<file path="src/spae_pkg.sv">
// Operation
// - Status writes get flags from the result
// - Reading pc low copies pc high to latch
// - Writing pc low loads pc high from latch
// - Modify of pc low uses low byte, loads pc high from latch
// - Pc high is not addressable, only via latch
// - Bit instructions read, modify, write whole register
// - One instruction cycle per four oscillator periods
package spae_pkg;

    localparam int AXI_AW = 5;
    localparam logic [4:0] REG_CMD = 5'h00;
    localparam logic [4:0] REG_WORK = 5'h04;
    localparam logic [4:0] REG_STAT = 5'h08;
    localparam logic [4:0] REG_PC = 5'h0C;
    localparam logic [4:0] REG_LATCH = 5'h10;
    localparam logic [4:0] REG_FILE = 5'h14;

    localparam logic [1:0] RESP_OKAY = 2'h0;
    localparam logic [1:0] RESP_SLVERR = 2'h2;

    // Oscillator periods per instruction cycle; the divider wraps at the last one
    localparam int CYC_DIV = 4;
    localparam logic [1:0] CYC_LAST = 2'(CYC_DIV - 1);

    // Flag positions inside the arithmetic status register
    localparam int FLG_C = 0;
    localparam int FLG_DIGIT = 1;
    localparam int FLG_Z = 2;
    localparam int FLG_OVER = 3;

    // Command word fields
    localparam int CMD_OP_LSB = 0;
    localparam int CMD_DEST_BIT = 4;
    localparam int CMD_BSEL_LSB = 5;
    localparam int CMD_TGT_LSB = 8;
    localparam int CMD_BUSY_BIT = 8;

    localparam logic [7:0] STAT_RST = 8'h00;
    localparam logic [15:0] PC_RST = 16'h0000;
    localparam logic [7:0] BYTE_ZERO = 8'h00;
    localparam logic [7:0] BIT0_MASK = 8'h01;
    localparam logic [3:0] FLAGS_ALL = 4'hf;
    localparam logic [3:0] FLAGS_NONE = 4'h0;
    localparam logic [3:0] FLAGS_Z = 4'h4;

    typedef enum logic [3:0] {
        OP_MOVF, OP_MOVWF, OP_CLEAR, OP_ADDWF, OP_SUBWF,
        OP_ANDWF, OP_INCF, OP_BSF, OP_BCF, OP_BTG
    } spae_op_t;

    typedef enum logic [1:0] {
        TGT_STATUS, TGT_PC_LOW, TGT_LATCH, TGT_FILE
    } spae_tgt_t;

endpackage

</file>
<file path="src/spae_alu_if.sv">
interface spae_alu_if;
    import spae_pkg::*;
    logic [7:0] a;
    logic [7:0] b;
    logic [2:0] bsel;
    spae_op_t op;
    logic [7:0] y;
    logic [3:0] flags;
    modport core (output a, output b, output bsel, output op, input y, input flags);
    modport alu (input a, input b, input bsel, input op, output y, output flags);
endinterface

</file>
<file path="src/spae_alu.sv">
module spae_alu
    import spae_pkg::*;
(
    spae_alu_if.alu bus
);
    logic [7:0] addend;
    logic cin;
    logic [8:0] sum;
    logic [4:0] nib;
    logic [7:0] bmask;

    assign bmask = BIT0_MASK << bus.bsel;
    // Carry is the inverse of borrow, as a two's complement add
    assign addend = (bus.op == OP_ADDWF) ? bus.b : (bus.op == OP_SUBWF) ? ~bus.b : BYTE_ZERO;
    assign cin = (bus.op == OP_SUBWF) || (bus.op == OP_INCF);
    assign sum = {1'b0, bus.a} + {1'b0, addend} + {8'h00, cin};
    assign nib = {1'b0, bus.a[3:0]} + {1'b0, addend[3:0]} + {4'h0, cin};

    always_comb begin
        bus.y = bus.a;
        unique case (bus.op)
            OP_MOVF: bus.y = bus.a;
            OP_MOVWF: bus.y = bus.b;
            OP_CLEAR: bus.y = BYTE_ZERO;
            OP_ADDWF, OP_SUBWF, OP_INCF: bus.y = sum[7:0];
            OP_ANDWF: bus.y = bus.a & bus.b;
            // Whole register in, one bit changed, whole register out
            OP_BSF: bus.y = bus.a | bmask;
            OP_BCF: bus.y = bus.a & ~bmask;
            OP_BTG: bus.y = bus.a ^ bmask;
            default: bus.y = bus.a;
        endcase
    end

    always_comb begin
        bus.flags[FLG_C] = sum[8];
        bus.flags[FLG_DIGIT] = nib[4];
        bus.flags[FLG_Z] = (bus.y == BYTE_ZERO);
        bus.flags[FLG_OVER] = (bus.a[7] == addend[7]) && (bus.y[7] != bus.a[7]);
    end
endmodule

</file>
<file path="src/spae_core.sv">
// The AXI4-Lite slave port and the register offsets were chosen for this implementation.
module spae_core
    import spae_pkg::*;
(
    input wire logic aclk,
    input wire logic aresetn,
    input wire logic [AXI_AW-1:0] s_axi_awaddr,
    input wire logic [2:0] s_axi_awprot,
    input wire logic s_axi_awvalid,
    output logic s_axi_awready,
    input wire logic [31:0] s_axi_wdata,
    input wire logic [3:0] s_axi_wstrb,
    input wire logic s_axi_wvalid,
    output logic s_axi_wready,
    output logic [1:0] s_axi_bresp,
    output logic s_axi_bvalid,
    input wire logic s_axi_bready,
    input wire logic [AXI_AW-1:0] s_axi_araddr,
    input wire logic [2:0] s_axi_arprot,
    input wire logic s_axi_arvalid,
    output logic s_axi_arready,
    output logic [31:0] s_axi_rdata,
    output logic [1:0] s_axi_rresp,
    output logic s_axi_rvalid,
    input wire logic s_axi_rready
);
    // Flags each operation produces; the rest keep their old value unless the status register is the written target
    function automatic logic [3:0] flag_mask(input spae_op_t op);
        unique case (op)
            OP_ADDWF, OP_SUBWF, OP_INCF: flag_mask = FLAGS_ALL;
            OP_MOVF, OP_CLEAR, OP_ANDWF: flag_mask = FLAGS_Z;
            default: flag_mask = FLAGS_NONE;
        endcase
    endfunction

    function automatic logic to_file(input spae_op_t op, input logic dest);
        unique case (op)
            OP_MOVWF, OP_CLEAR, OP_BSF, OP_BCF, OP_BTG: to_file = 1'b1;
            OP_MOVF, OP_ADDWF, OP_SUBWF, OP_ANDWF, OP_INCF: to_file = dest;
            default: to_file = 1'b0;
        endcase
    endfunction

    function automatic logic to_work(input spae_op_t op, input logic dest);
        unique case (op)
            OP_MOVF, OP_ADDWF, OP_SUBWF, OP_ANDWF, OP_INCF: to_work = !dest;
            default: to_work = 1'b0;
        endcase
    endfunction

    function automatic logic addr_known(input logic [AXI_AW-1:0] addr);
        addr_known = (addr == REG_CMD) || (addr == REG_WORK) || (addr == REG_STAT) ||
                     (addr == REG_PC) || (addr == REG_LATCH) || (addr == REG_FILE);
    endfunction

    spae_alu_if alu_bus ();

    spae_alu u_alu (
        .bus(alu_bus.alu)
    );

    logic [1:0] div;
    logic pending;
    spae_op_t op_q;
    logic dest_q;
    logic [2:0] bsel_q;
    spae_tgt_t tgt_q;
    logic [7:0] work;
    logic [7:0] arith_status_reg;
    logic [15:0] pc;
    logic [7:0] pc_high_holding_latch;
    logic [7:0] gpr;

    logic aw_full;
    logic w_full;
    logic [AXI_AW-1:0] aw_addr_q;
    logic [31:0] w_data_q;
    logic [3:0] w_strb_q;
    logic [1:0] bresp;
    logic bvalid;
    logic [31:0] rdata;
    logic [1:0] rresp;
    logic rvalid;

    // Instruction cycle timing
    wire cyc_en = (div == CYC_LAST);
    wire exec = cyc_en && pending;
    wire wr_f = exec && to_file(op_q, dest_q);
    wire wr_w = exec && to_work(op_q, dest_q);
    wire [3:0] fmask = flag_mask(op_q);
    wire pc_low_read_only = exec && (tgt_q == TGT_PC_LOW) && !wr_f;
    wire [7:0] pc_low_byte = pc[7:0];
    wire [7:0] pc_high_byte = pc[15:8];

    // Operand of the addressed file register; pc low is taken as it stands
    wire [7:0] file_rd = (tgt_q == TGT_STATUS) ? arith_status_reg :
                         (tgt_q == TGT_PC_LOW) ? pc_low_byte :
                         (tgt_q == TGT_LATCH) ? pc_high_holding_latch : gpr;

    assign alu_bus.a = file_rd;
    assign alu_bus.b = work;
    assign alu_bus.bsel = bsel_q;
    assign alu_bus.op = op_q;

    wire [7:0] status_merged = (arith_status_reg & ~{4'h0, fmask}) | {4'h0, alu_bus.flags & fmask};
    // Written byte first, then the produced flags replace their bits
    wire [7:0] status_written = (alu_bus.y & ~{4'h0, fmask}) | {4'h0, alu_bus.flags & fmask};
    wire [7:0] next_status = (wr_f && tgt_q == TGT_STATUS) ? status_written :
                             exec ? status_merged : arith_status_reg;
    wire [15:0] next_pc = (wr_f && tgt_q == TGT_PC_LOW) ? {pc_high_holding_latch, alu_bus.y} :
                          exec ? pc + 16'h0001 : pc;

    // Bus write decode
    wire bus_commit = aw_full && w_full && !bvalid;
    wire lane0 = w_strb_q[0];
    wire addr_ok = addr_known(aw_addr_q);
    wire wr_cmd = bus_commit && lane0 && (aw_addr_q == REG_CMD) && !pending;
    wire wr_work = bus_commit && lane0 && (aw_addr_q == REG_WORK);
    wire wr_latch = bus_commit && lane0 && (aw_addr_q == REG_LATCH);
    wire wr_gpr = bus_commit && lane0 && (aw_addr_q == REG_FILE);
    // Busy command slot and read-only registers refuse the write
    wire wr_refused = !addr_ok || (aw_addr_q == REG_STAT) || (aw_addr_q == REG_PC) ||
                      ((aw_addr_q == REG_CMD) && pending);

    assign s_axi_awready = !aw_full && !bvalid;
    assign s_axi_wready = !w_full && !bvalid;
    assign s_axi_arready = !rvalid;
    assign s_axi_bresp = bresp;
    assign s_axi_bvalid = bvalid;
    assign s_axi_rdata = rdata;
    assign s_axi_rresp = rresp;
    assign s_axi_rvalid = rvalid;

    // Pc high has no address of its own; reads show only the full pc word
    wire [31:0] rd_mux = (s_axi_araddr == REG_CMD) ? {23'h00_0000, pending, 8'h00} :
                         (s_axi_araddr == REG_WORK) ? {24'h00_0000, work} :
                         (s_axi_araddr == REG_STAT) ? {24'h00_0000, arith_status_reg} :
                         (s_axi_araddr == REG_PC) ? {16'h0000, pc} :
                         (s_axi_araddr == REG_LATCH) ? {24'h00_0000, pc_high_holding_latch} :
                         (s_axi_araddr == REG_FILE) ? {24'h00_0000, gpr} : 32'h0000_0000;

    always_ff @(posedge aclk) begin
        if (!aresetn) begin
            div <= 2'h0;
        end else begin
            div <= div + 2'h1;
        end
    end

    always_ff @(posedge aclk) begin
        if (!aresetn) begin
            pending <= 1'b0;
            op_q <= OP_MOVF;
            dest_q <= 1'b0;
            bsel_q <= 3'h0;
            tgt_q <= TGT_STATUS;
        end else if (wr_cmd) begin
            pending <= 1'b1;
            op_q <= spae_op_t'(w_data_q[CMD_OP_LSB +: 4]);
            dest_q <= w_data_q[CMD_DEST_BIT];
            bsel_q <= w_data_q[CMD_BSEL_LSB +: 3];
            tgt_q <= spae_tgt_t'(w_data_q[CMD_TGT_LSB +: 2]);
        end else if (exec) begin
            pending <= 1'b0;
        end
    end

    // The instruction wins over a bus write landing in the same cycle
    always_ff @(posedge aclk) begin
        if (!aresetn) begin
            arith_status_reg <= STAT_RST;
            pc <= PC_RST;
            pc_high_holding_latch <= BYTE_ZERO;
            gpr <= BYTE_ZERO;
            work <= BYTE_ZERO;
        end else begin
            arith_status_reg <= next_status;
            pc <= next_pc;
            if (wr_f && tgt_q == TGT_LATCH) begin
                pc_high_holding_latch <= alu_bus.y;
            end else if (pc_low_read_only) begin
                pc_high_holding_latch <= pc_high_byte;
            end else if (wr_latch) begin
                pc_high_holding_latch <= w_data_q[7:0];
            end
            if (wr_f && tgt_q == TGT_FILE) begin
                gpr <= alu_bus.y;
            end else if (wr_gpr) begin
                gpr <= w_data_q[7:0];
            end
            if (wr_w) begin
                work <= alu_bus.y;
            end else if (wr_work) begin
                work <= w_data_q[7:0];
            end
        end
    end

    always_ff @(posedge aclk) begin
        if (!aresetn) begin
            aw_full <= 1'b0;
            w_full <= 1'b0;
            aw_addr_q <= '0;
            w_data_q <= 32'h0000_0000;
            w_strb_q <= 4'h0;
            bvalid <= 1'b0;
            bresp <= RESP_OKAY;
        end else begin
            if (s_axi_awvalid && s_axi_awready) begin
                aw_full <= 1'b1;
                aw_addr_q <= s_axi_awaddr;
            end
            if (s_axi_wvalid && s_axi_wready) begin
                w_full <= 1'b1;
                w_data_q <= s_axi_wdata;
                w_strb_q <= s_axi_wstrb;
            end
            if (bus_commit) begin
                aw_full <= 1'b0;
                w_full <= 1'b0;
                bvalid <= 1'b1;
                bresp <= wr_refused ? RESP_SLVERR : RESP_OKAY;
            end else if (bvalid && s_axi_bready) begin
                bvalid <= 1'b0;
            end
        end
    end

    always_ff @(posedge aclk) begin
        if (!aresetn) begin
            rvalid <= 1'b0;
            rdata <= 32'h0000_0000;
            rresp <= RESP_OKAY;
        end else if (s_axi_arvalid && s_axi_arready) begin
            rvalid <= 1'b1;
            rdata <= rd_mux;
            rresp <= addr_known(s_axi_araddr) ? RESP_OKAY : RESP_SLVERR;
        end else if (rvalid && s_axi_rready) begin
            rvalid <= 1'b0;
        end
    end

    property p_status_flags_override;
        @(posedge aclk) disable iff (!aresetn)
        (wr_f && tgt_q == TGT_STATUS) |=>
            ((arith_status_reg & {4'h0, $past(fmask)}) == {4'h0, $past(alu_bus.flags) & $past(fmask)});
    endproperty
    a_status_flags_override: assert property (p_status_flags_override)
        else $error("status write kept a written flag bit");

    property p_pc_low_read_latch;
        @(posedge aclk) disable iff (!aresetn)
        pc_low_read_only |=> (pc_high_holding_latch == $past(pc_high_byte)) && (pc == $past(pc) + 16'h0001);
    endproperty
    a_pc_low_read_latch: assert property (p_pc_low_read_latch)
        else $error("pc low read did not copy pc high into latch");

    property p_pc_low_write;
        @(posedge aclk) disable iff (!aresetn)
        (wr_f && tgt_q == TGT_PC_LOW) |=> (pc == {$past(pc_high_holding_latch), $past(alu_bus.y)});
    endproperty
    a_pc_low_write: assert property (p_pc_low_write)
        else $error("pc low write did not load pc from latch and result");

    property p_pc_low_rmw_operand;
        @(posedge aclk) disable iff (!aresetn)
        (exec && tgt_q == TGT_PC_LOW && op_q == OP_INCF && dest_q) |=> (pc[7:0] == $past(pc_low_byte) + 8'h01);
    endproperty
    a_pc_low_rmw_operand: assert property (p_pc_low_rmw_operand)
        else $error("pc low modify used a wrong operand");

    property p_pc_only_on_exec;
        @(posedge aclk) disable iff (!aresetn)
        !exec |=> $stable(pc);
    endproperty
    a_pc_only_on_exec: assert property (p_pc_only_on_exec)
        else $error("pc changed outside an instruction");

    property p_bit_op_whole;
        @(posedge aclk) disable iff (!aresetn)
        (exec && tgt_q == TGT_FILE && (op_q == OP_BSF || op_q == OP_BCF || op_q == OP_BTG)) |=>
            (((gpr ^ $past(gpr)) & ~(BIT0_MASK << $past(bsel_q))) == BYTE_ZERO);
    endproperty
    a_bit_op_whole: assert property (p_bit_op_whole)
        else $error("bit instruction disturbed other bits");

    property p_cycle_rate;
        @(posedge aclk) disable iff (!aresetn)
        cyc_en |=> !cyc_en [*3] ##1 cyc_en;
    endproperty
    a_cycle_rate: assert property (p_cycle_rate)
        else $error("instruction cycle not four clocks");

    property p_status_same_cycle;
        @(posedge aclk) disable iff (!aresetn)
        (exec && tgt_q == TGT_STATUS && op_q == OP_CLEAR) |=> arith_status_reg[FLG_Z] ##1 $stable(arith_status_reg);
    endproperty
    a_status_same_cycle: assert property (p_status_same_cycle)
        else $error("cleared status did not show zero flag at once");
endmodule

</file>
<file path="config.mk">
export PLATFORM = sky130hd
export DESIGN_NAME = spae_core
export DESIGN_NICKNAME = d
export VERILOG_FILES = /design/src/spae_pkg.sv /design/src/spae_alu_if.sv /design/src/spae_alu.sv /design/src/spae_core.sv
export SDC_FILE = /design/constraint.sdc
export NUM_CORES = 1
export LEC_CHECK = 0
export BUFFER_PORTS_ARGS = -buffer_cell sky130_fd_sc_hd__buf_2
export CAP_MARGIN = 20
export CORE_MARGIN = 2
export CORE_UTILIZATION = 60
export DETAILED_ROUTE_END_ITERATION = 6
export PLACE_DENSITY = 0.86
export SLEW_MARGIN = 25
export SYNTH_ARGS = -nofsm -noshare
export SYNTH_HDL_FRONTEND = slang
export SYNTH_SLANG_ARGS = --single-unit
</file>
<file path="constraint.sdc">
create_clock -name aclk -period 5.5 [get_ports aclk]
set_input_delay 0.275 -clock aclk [delete_from_list [all_inputs] [get_ports aclk]]
set_output_delay 0.275 -clock aclk [all_outputs]
set_load 0.1 [all_outputs]
</file>
==> results of run 1 <==
## metrics by stage
step / setup slack (ns) / utilization [%] / hold WS [ns]
finish: 1.36 / 64.9 / 0.0642
global route: 1.17 / 64.9 / 0.0696
CTS: 1.53 / 64.9 / 0.0555
detailed placement: 1.53 / 63.1 / 0.411
global placement: 1.62 / 63.1 / 0.408
floorplan: 2.26 / - / 0.374
## cell families after synthesis
family                   after synthesis  share of synthesized area, %
adder cells (fa/ha/maj)               19                          3.92
AND/OR/NAND/NOR                      286                          22.4
other                                  1                        0.0599
AO/OA/AOI/OAI                        217                          23.8
multiplexers                          55                          10.5
XOR/XNOR                               6                         0.839
buffers and inverters                 88                          6.76
flip-flops                            99                          31.7
## cell type report
cell class	count	area, um2
Multi-Input combinational cell	601	3920
Fill cell	900	3590
Sequential cell	99	1980
Timing Repair Buffer	58	310
Tap cell	136	170
Clock buffer	9	124
Inverter	19	71.3
Clock inverter	7	61.3
## cell usage in the layout (no fill, tap or decap), types with 4 or more instances in the layout
master and count:
inv_1 18, nand3b_1 5, a31oi_1 4, or2_2 7
mux4_2 8, o21ai_0 33, conb_1 18, nand2_1 79
a21oi_1 57, and2_1 10, a22oi_1 10, o31ai_1 5
nor2_1 84, dfxtp_1 99, nor2b_1 13, and4_1 4
xnor2_1 4, o211ai_1 4, nand2b_1 8, clkbuf_8 9
o22ai_1 4, nand4_1 4, buf_2 50, o21a_1 10
ha_1 18, nand3_1 22, a22o_1 11, and3_1 9
nor3_1 14, buf_4 8, a21o_1 5, mux2i_1 43
nor3b_1 7, a221oi_1 14, mux2_2 4, a211oi_1 29
## path summary, 6_finish.rpt
kind / slack (ns) / start / depth (start not counted) / to
min reg2reg: 0.43 / div[0] / 1 / div[0]
max reg2reg: 1.36 / alu_bus.op[0] / 12 / alu_bus.b[7]
min: 0.06 / s_axi_rready / 2 / s_axi_rvalid
max: 1.36 / alu_bus.op[0] / 12 / alu_bus.b[7]
## report_power, final
group          total, W  internal, W  switching [W]
registers      0.000749     0.000731      0.0000177
clock network  0.000448     0.000171       0.000277
logic          0.000176    0.0000321       0.000144
total           0.00137     0.000934       0.000439
## layer usage
metal / track usage, % / up-vias
met5: 0 / -
met4: 13.8 / 0
met3: 6.44 / 65
met2: 52.2 / 303
met1: 42.6 / 2921
li1: - / 2828
==> impl_metrics.toml, run 1 <==
[routing]
drt-wirelength-per-cell_um = 19.6
wl_met2_mm = 8.48
wl_met3_mm = 1.72
first_iter_violations = 622
wl_met1_mm = 7.36
top_layer = "met4"
firstDrtPassIters = 7
drc = 7
routed_wl_mm = 18.2
ant_nets = 0
via_per_inst = 6.58
vias = 6117

[worst_setup_path]
critical_path.endpoint_type = "flop"
worstPathArrival_ns = 4.38
crit_type = "flop to flop"
slowest_stage = "dfxtp_1"
crit_path_frequent_cell = "nor2_1"
worst-endpoint-required_ns = 5.74
critical_path_peak_fanout = 27
slowest_delay_ns = 0.94
crit_chain = "nand2b_1 -> nor2_1 -> mux2i_1 -> nor2_1 -> ha_1 -> a21o_1 -> a21o_1 -> a211o_1 -> o21a_1 -> a211oi_2 -> mux2_2 -> nor2_1"
critical-path-top-delay-family = "compound AO/OA/AOI/OAI gates"
worstSetupStartpointType = "flop"
cp_num_buf_inv = 0

[flow_run]
maxCapViolations = 0

[sta]
finalSetupViolCount = 0
min_period_over_period_pct = 75.3
fmax_mhz = 241
finalSetupTns_ns = 0
fin_worst_skew_ns = 0.0192
min_period_ns = 4.14
maxSlewHeadroom_pct = 32.9
slew_violations = 0
worstMarginPinSlew_ns = 1.00
grt_setup_unrepaired = "no"
finalHoldViolCount = 0

[clock_tree]
clk_path_buf_depth = 2
clkLatencyLatePin_ns = 0.38
cts_resized = 0
path_clk_slew_ns = 0.10
cts_buffers = 9
cts_tree = "done"
cts_htree_levels = 3
cts_root_buffer = "clkbuf_8"
cts.sinks = 99
cts_setup_buffers = 0
ctsHoldBuffers = 0

[grt]
grt-ovfl-total = 0
grt_pass1_wl_mm = 29.1
track_usage_pct = 32.5
grt_max_degree = 82
grt_pass1_vias = 5750
antenna_found_initial = 0

[synthesis]
synth_edf_count = 0
synth_top_area_share_pct = 31.7
ys_seq_area_share_pct = 31.7
synthTopCellsByCount = "dfxtp_1 (99), nor2_1 (84), nand2_1 (79)"
synthTopCellsByArea = "dfxtp_1 (32%), mux2i_1 (6.9%), nor2_1 (5.0%), nand2_1 (4.7%), a21oi_1 (4.6%)"
synth_ff_type = "dfxtp_1"
yosysWarnings = 0
syn_avg_cell_area_um2 = 8.12
netlist_instances = 771
synth_async_sr_flop_share_pct = 0
syn_area_um2 = 6260
ys_seq_elements = 99
yosysMostFrequentCell = "dfxtp_1"
ys_types = 75
synth_largest_area_cell = "dfxtp_1"

[layout]
stdcell_count = 929
final_nets = 866
area_growth_pct = 6.12
antennaDiodeCount = 0
final_layout_size_suffix_gt1_share_pct = 13.5
fin_area_um2 = 6640

[placement]
io_buffer_count = 50
hpwl_mm = 12.9
placed_cell_area_um2 = 6460
place_congestion = 0.970
dp.cells = 913

[pwr]
cellPowerDensity_nw_per_um2 = 207
ir_drop_uv = 276
totalPowerFinal_w = 0.00137
power.leakage_nw = 2.48

[floorplanning]
die_h_um = 106
ios = 100
initial_core_util_pct = 61.2
die_w_um = 106
core_um2 = 10200
die_area_um2 = 11300
row_count = 37

[status]
status = "complete, but fails checks"
failed_checks = "DRC"

[min_path]
hp-class = "primary input to flop"
Power figures use the tool's default switching activity.
==> run 2: changes to the inputs <==
--- a/config.mk
+++ b/config.mk
@@ -8,9 +8,9 @@
 export BUFFER_PORTS_ARGS = -buffer_cell sky130_fd_sc_hd__buf_2
 export CAP_MARGIN = 20
 export CORE_MARGIN = 2
-export CORE_UTILIZATION = 60
+export CORE_UTILIZATION = 58
 export DETAILED_ROUTE_END_ITERATION = 6
-export PLACE_DENSITY = 0.86
+export PLACE_DENSITY = 0.83
 export SLEW_MARGIN = 25
 export SYNTH_ARGS = -nofsm -noshare
 export SYNTH_HDL_FRONTEND = slang
==> constraint.sdc (replaced) <==
create_clock -name aclk -period 3.9 [get_ports aclk]
set_input_delay 0.195 -clock aclk [delete_from_list [all_inputs] [get_ports aclk]]
set_output_delay 0.195 -clock aclk [all_outputs]
set_load 0.1 [all_outputs]
==> run 2 against run 1 <==
The flow now finishes without violations. Via count fell by 0.87%. Non-clock buffer count rose by 10. Total power grew 50%. Largest cell class unchanged.
==> impl_metrics.toml, run 2 (synthesized netlist as in run 1, its figures left out) <==
[worst_setup_path]
r2r_cells = 14
critical_path_peak_fanout = 5
r2r-end = "pc[6]"
crit_type = "flop to flop"
slowest_stage = "mux4_2"
critical_path.endpoint_type = "flop"
regToRegStartpoint = "tgt_q[0]"
worstSetupStartpointType = "flop"
r2r_slack_ns = 0.35
crit_chain = "mux4_2 -> inv_1 -> xnor2_1 -> ha_1 -> a21oi_1 -> fa_1 -> nor2b_1 -> o21ai_0 -> a21oi_1 -> nor3_1 -> o31ai_1 -> buf_4 -> nor2_1 -> a2111oi_0"
crit_path_frequent_cell = "a21oi_1"
worstPathArrival_ns = 3.81
worst-endpoint-required_ns = 4.17
slowest_delay_ns = 0.61

[pwr]
ir_drop_uv = 288
cellPowerDensity_nw_per_um2 = 304
power.leakage_nw = 2.56
totalPowerFinal_w = 0.00206

[floorplanning]
die_w_um = 108
die_h_um = 108
ios = 100
core_um2 = 10400
initial_core_util_pct = 60.1
die_area_um2 = 11600
row_count = 37

[sta]
min_period_over_period_pct = 91.0
min_period_ns = 3.55
fin_worst_skew_ns = 0.0117
finalSetupTns_ns = 0
finalHoldViolCount = 0
maxSlewHeadroom_pct = 35.7
slew_violations = 0
finalSetupViolCount = 0
grt_setup_unrepaired = "no"
worstMarginPinSlew_ns = 0.964
fmax_mhz = 282

[grt]
grt-ovfl-total = 0
track_usage_pct = 33.6
grt_pass1_wl_mm = 30.0
antenna_found_initial = 0
grt_max_degree = 56
grt_pass1_vias = 5584

[routing]
ant_nets = 0
vias = 6064
first_iter_violations = 525
firstDrtPassIters = 5
routed_wl_mm = 18.7
via_per_inst = 6.46
drc = 0
drt-wirelength-per-cell_um = 19.9

[min_path]
hp-class = "primary input to flop"
min_path_cells = 3
hp-start = "s_axi_awaddr[1]"
hold_end = "aw_addr_q[1]"

[clock_tree]
cts_root_buffer = "clkbuf_8"
clk_path_buf_depth = 2
cts.sinks = 99
clkLatencyLatePin_ns = 0.38
cts_htree_levels = 3
cts_tree = "done"
cts_buffers = 9
path_clk_slew_ns = 0.09

[layout]
antennaDiodeCount = 0
layout_commonest_cell = "dfxtp_1"
area_growth_pct = 8.10
regArea_um2 = 1980
final_layout_size_suffix_gt1_share_pct = 14.4
final_cell_mix = "dfxtp_1 (99), nor2_1 (83), nand2_1 (79)"
stdcell_count = 939
final_nets = 876
multi_input_area_um2 = 3930
fill_cells = 940

[status]
status = "complete, no violations"

[placement]
dp.cells = 922
hpwl_mm = 13.5
io_buffer_count = 50
place_congestion = 0.990

[flow_run]
maxCapViolations = 0
==> run 2: cell types whose count changed in the layout (fill, tap and decap cells not counted), moves of 2 or more <==
cell,delta
buf_4,+9
bufinv_16,+2
clkbuf_8,+2
clkinvlp_4,-2
inv_6,-2
==> run 2: area by class of cell <==
class / instances / area share [%]
clock inverter: 4 / 1.07
sequential: 99 / 29.3
tap: 136 / 2.51
timing repair buffer: 68 / 5.73
multi-input combinational: 601 / 58.0
clock buffer: 12 / 2.29
inverter: 19 / 1.05
==> run 2: metrics by stage <==
step | instance area, um2 | hold slack (ns) | setup WS [ns] | util [%]
after floorplan | 6320 | 0.294 | 0.662 | -
after global placement | 6520 | 0.380 | 0.462 | 62.6
after detailed placement | 6520 | 0.388 | 0.241 | 62.6
after CTS | 6760 | 0.0435 | 0.198 | 64.9
after global routing | 6770 | 0.0470 | 0.0492 | 65.0
final | 6770 | 0.0518 | 0.352 | 65.0
==> run 2: power breakdown <==
part           internal [W]  total (W)  switching (W)
sequential          0.00103    0.00106      0.0000251
clock              0.000396   0.000752       0.000357
combinational     0.0000467   0.000252       0.000205
total               0.00147    0.00206       0.000587
==> run 2: per-layer routing <==
metal  up-vias  track usage (%)  share of wire, %
li1       2839                -                 -
met1      2874             45.4                41
met2       295             52.7                46
met3        56             6.60               9.4
met4         0             13.4               3.1
met5         -                0                 0
==> run 2: timing repair <==
action / CTS / global route
setup endpoints to repair: 0 / 1
setup buffers: 0 / 0
gates resized for setup: 0 / 1
endpoints found under the hold margin: 1 / 0
hold buffers: 1 / 0
==> run 2: worst max-delay path, delay by kind of cell (launching register included) <==
family / cells / cell delay [ns]
AO/OA/AOI/OAI: 5 / 1.09
multiplexers: 1 / 0.61
adder cells (fa/ha/maj): 2 / 0.60
flip-flops: 1 / 0.37
buffers and inverters: 2 / 0.37
AND/OR/NAND/NOR: 3 / 0.28
XOR/XNOR: 1 / 0.13
==> run 2: how the worst max path moves through the flow <==
stage,end,start
2_1_floorplan,pc[6],tgt_q[0]
3_3_place_gp,pc[6],alu_bus.op[0]
3_5_place_dp,pc[6],alu_bus.op[0]
4_1_cts,pc[6],alu_bus.op[0]
5_1_grt,pc[6],alu_bus.op[2]
6_report,pc[6],tgt_q[0]
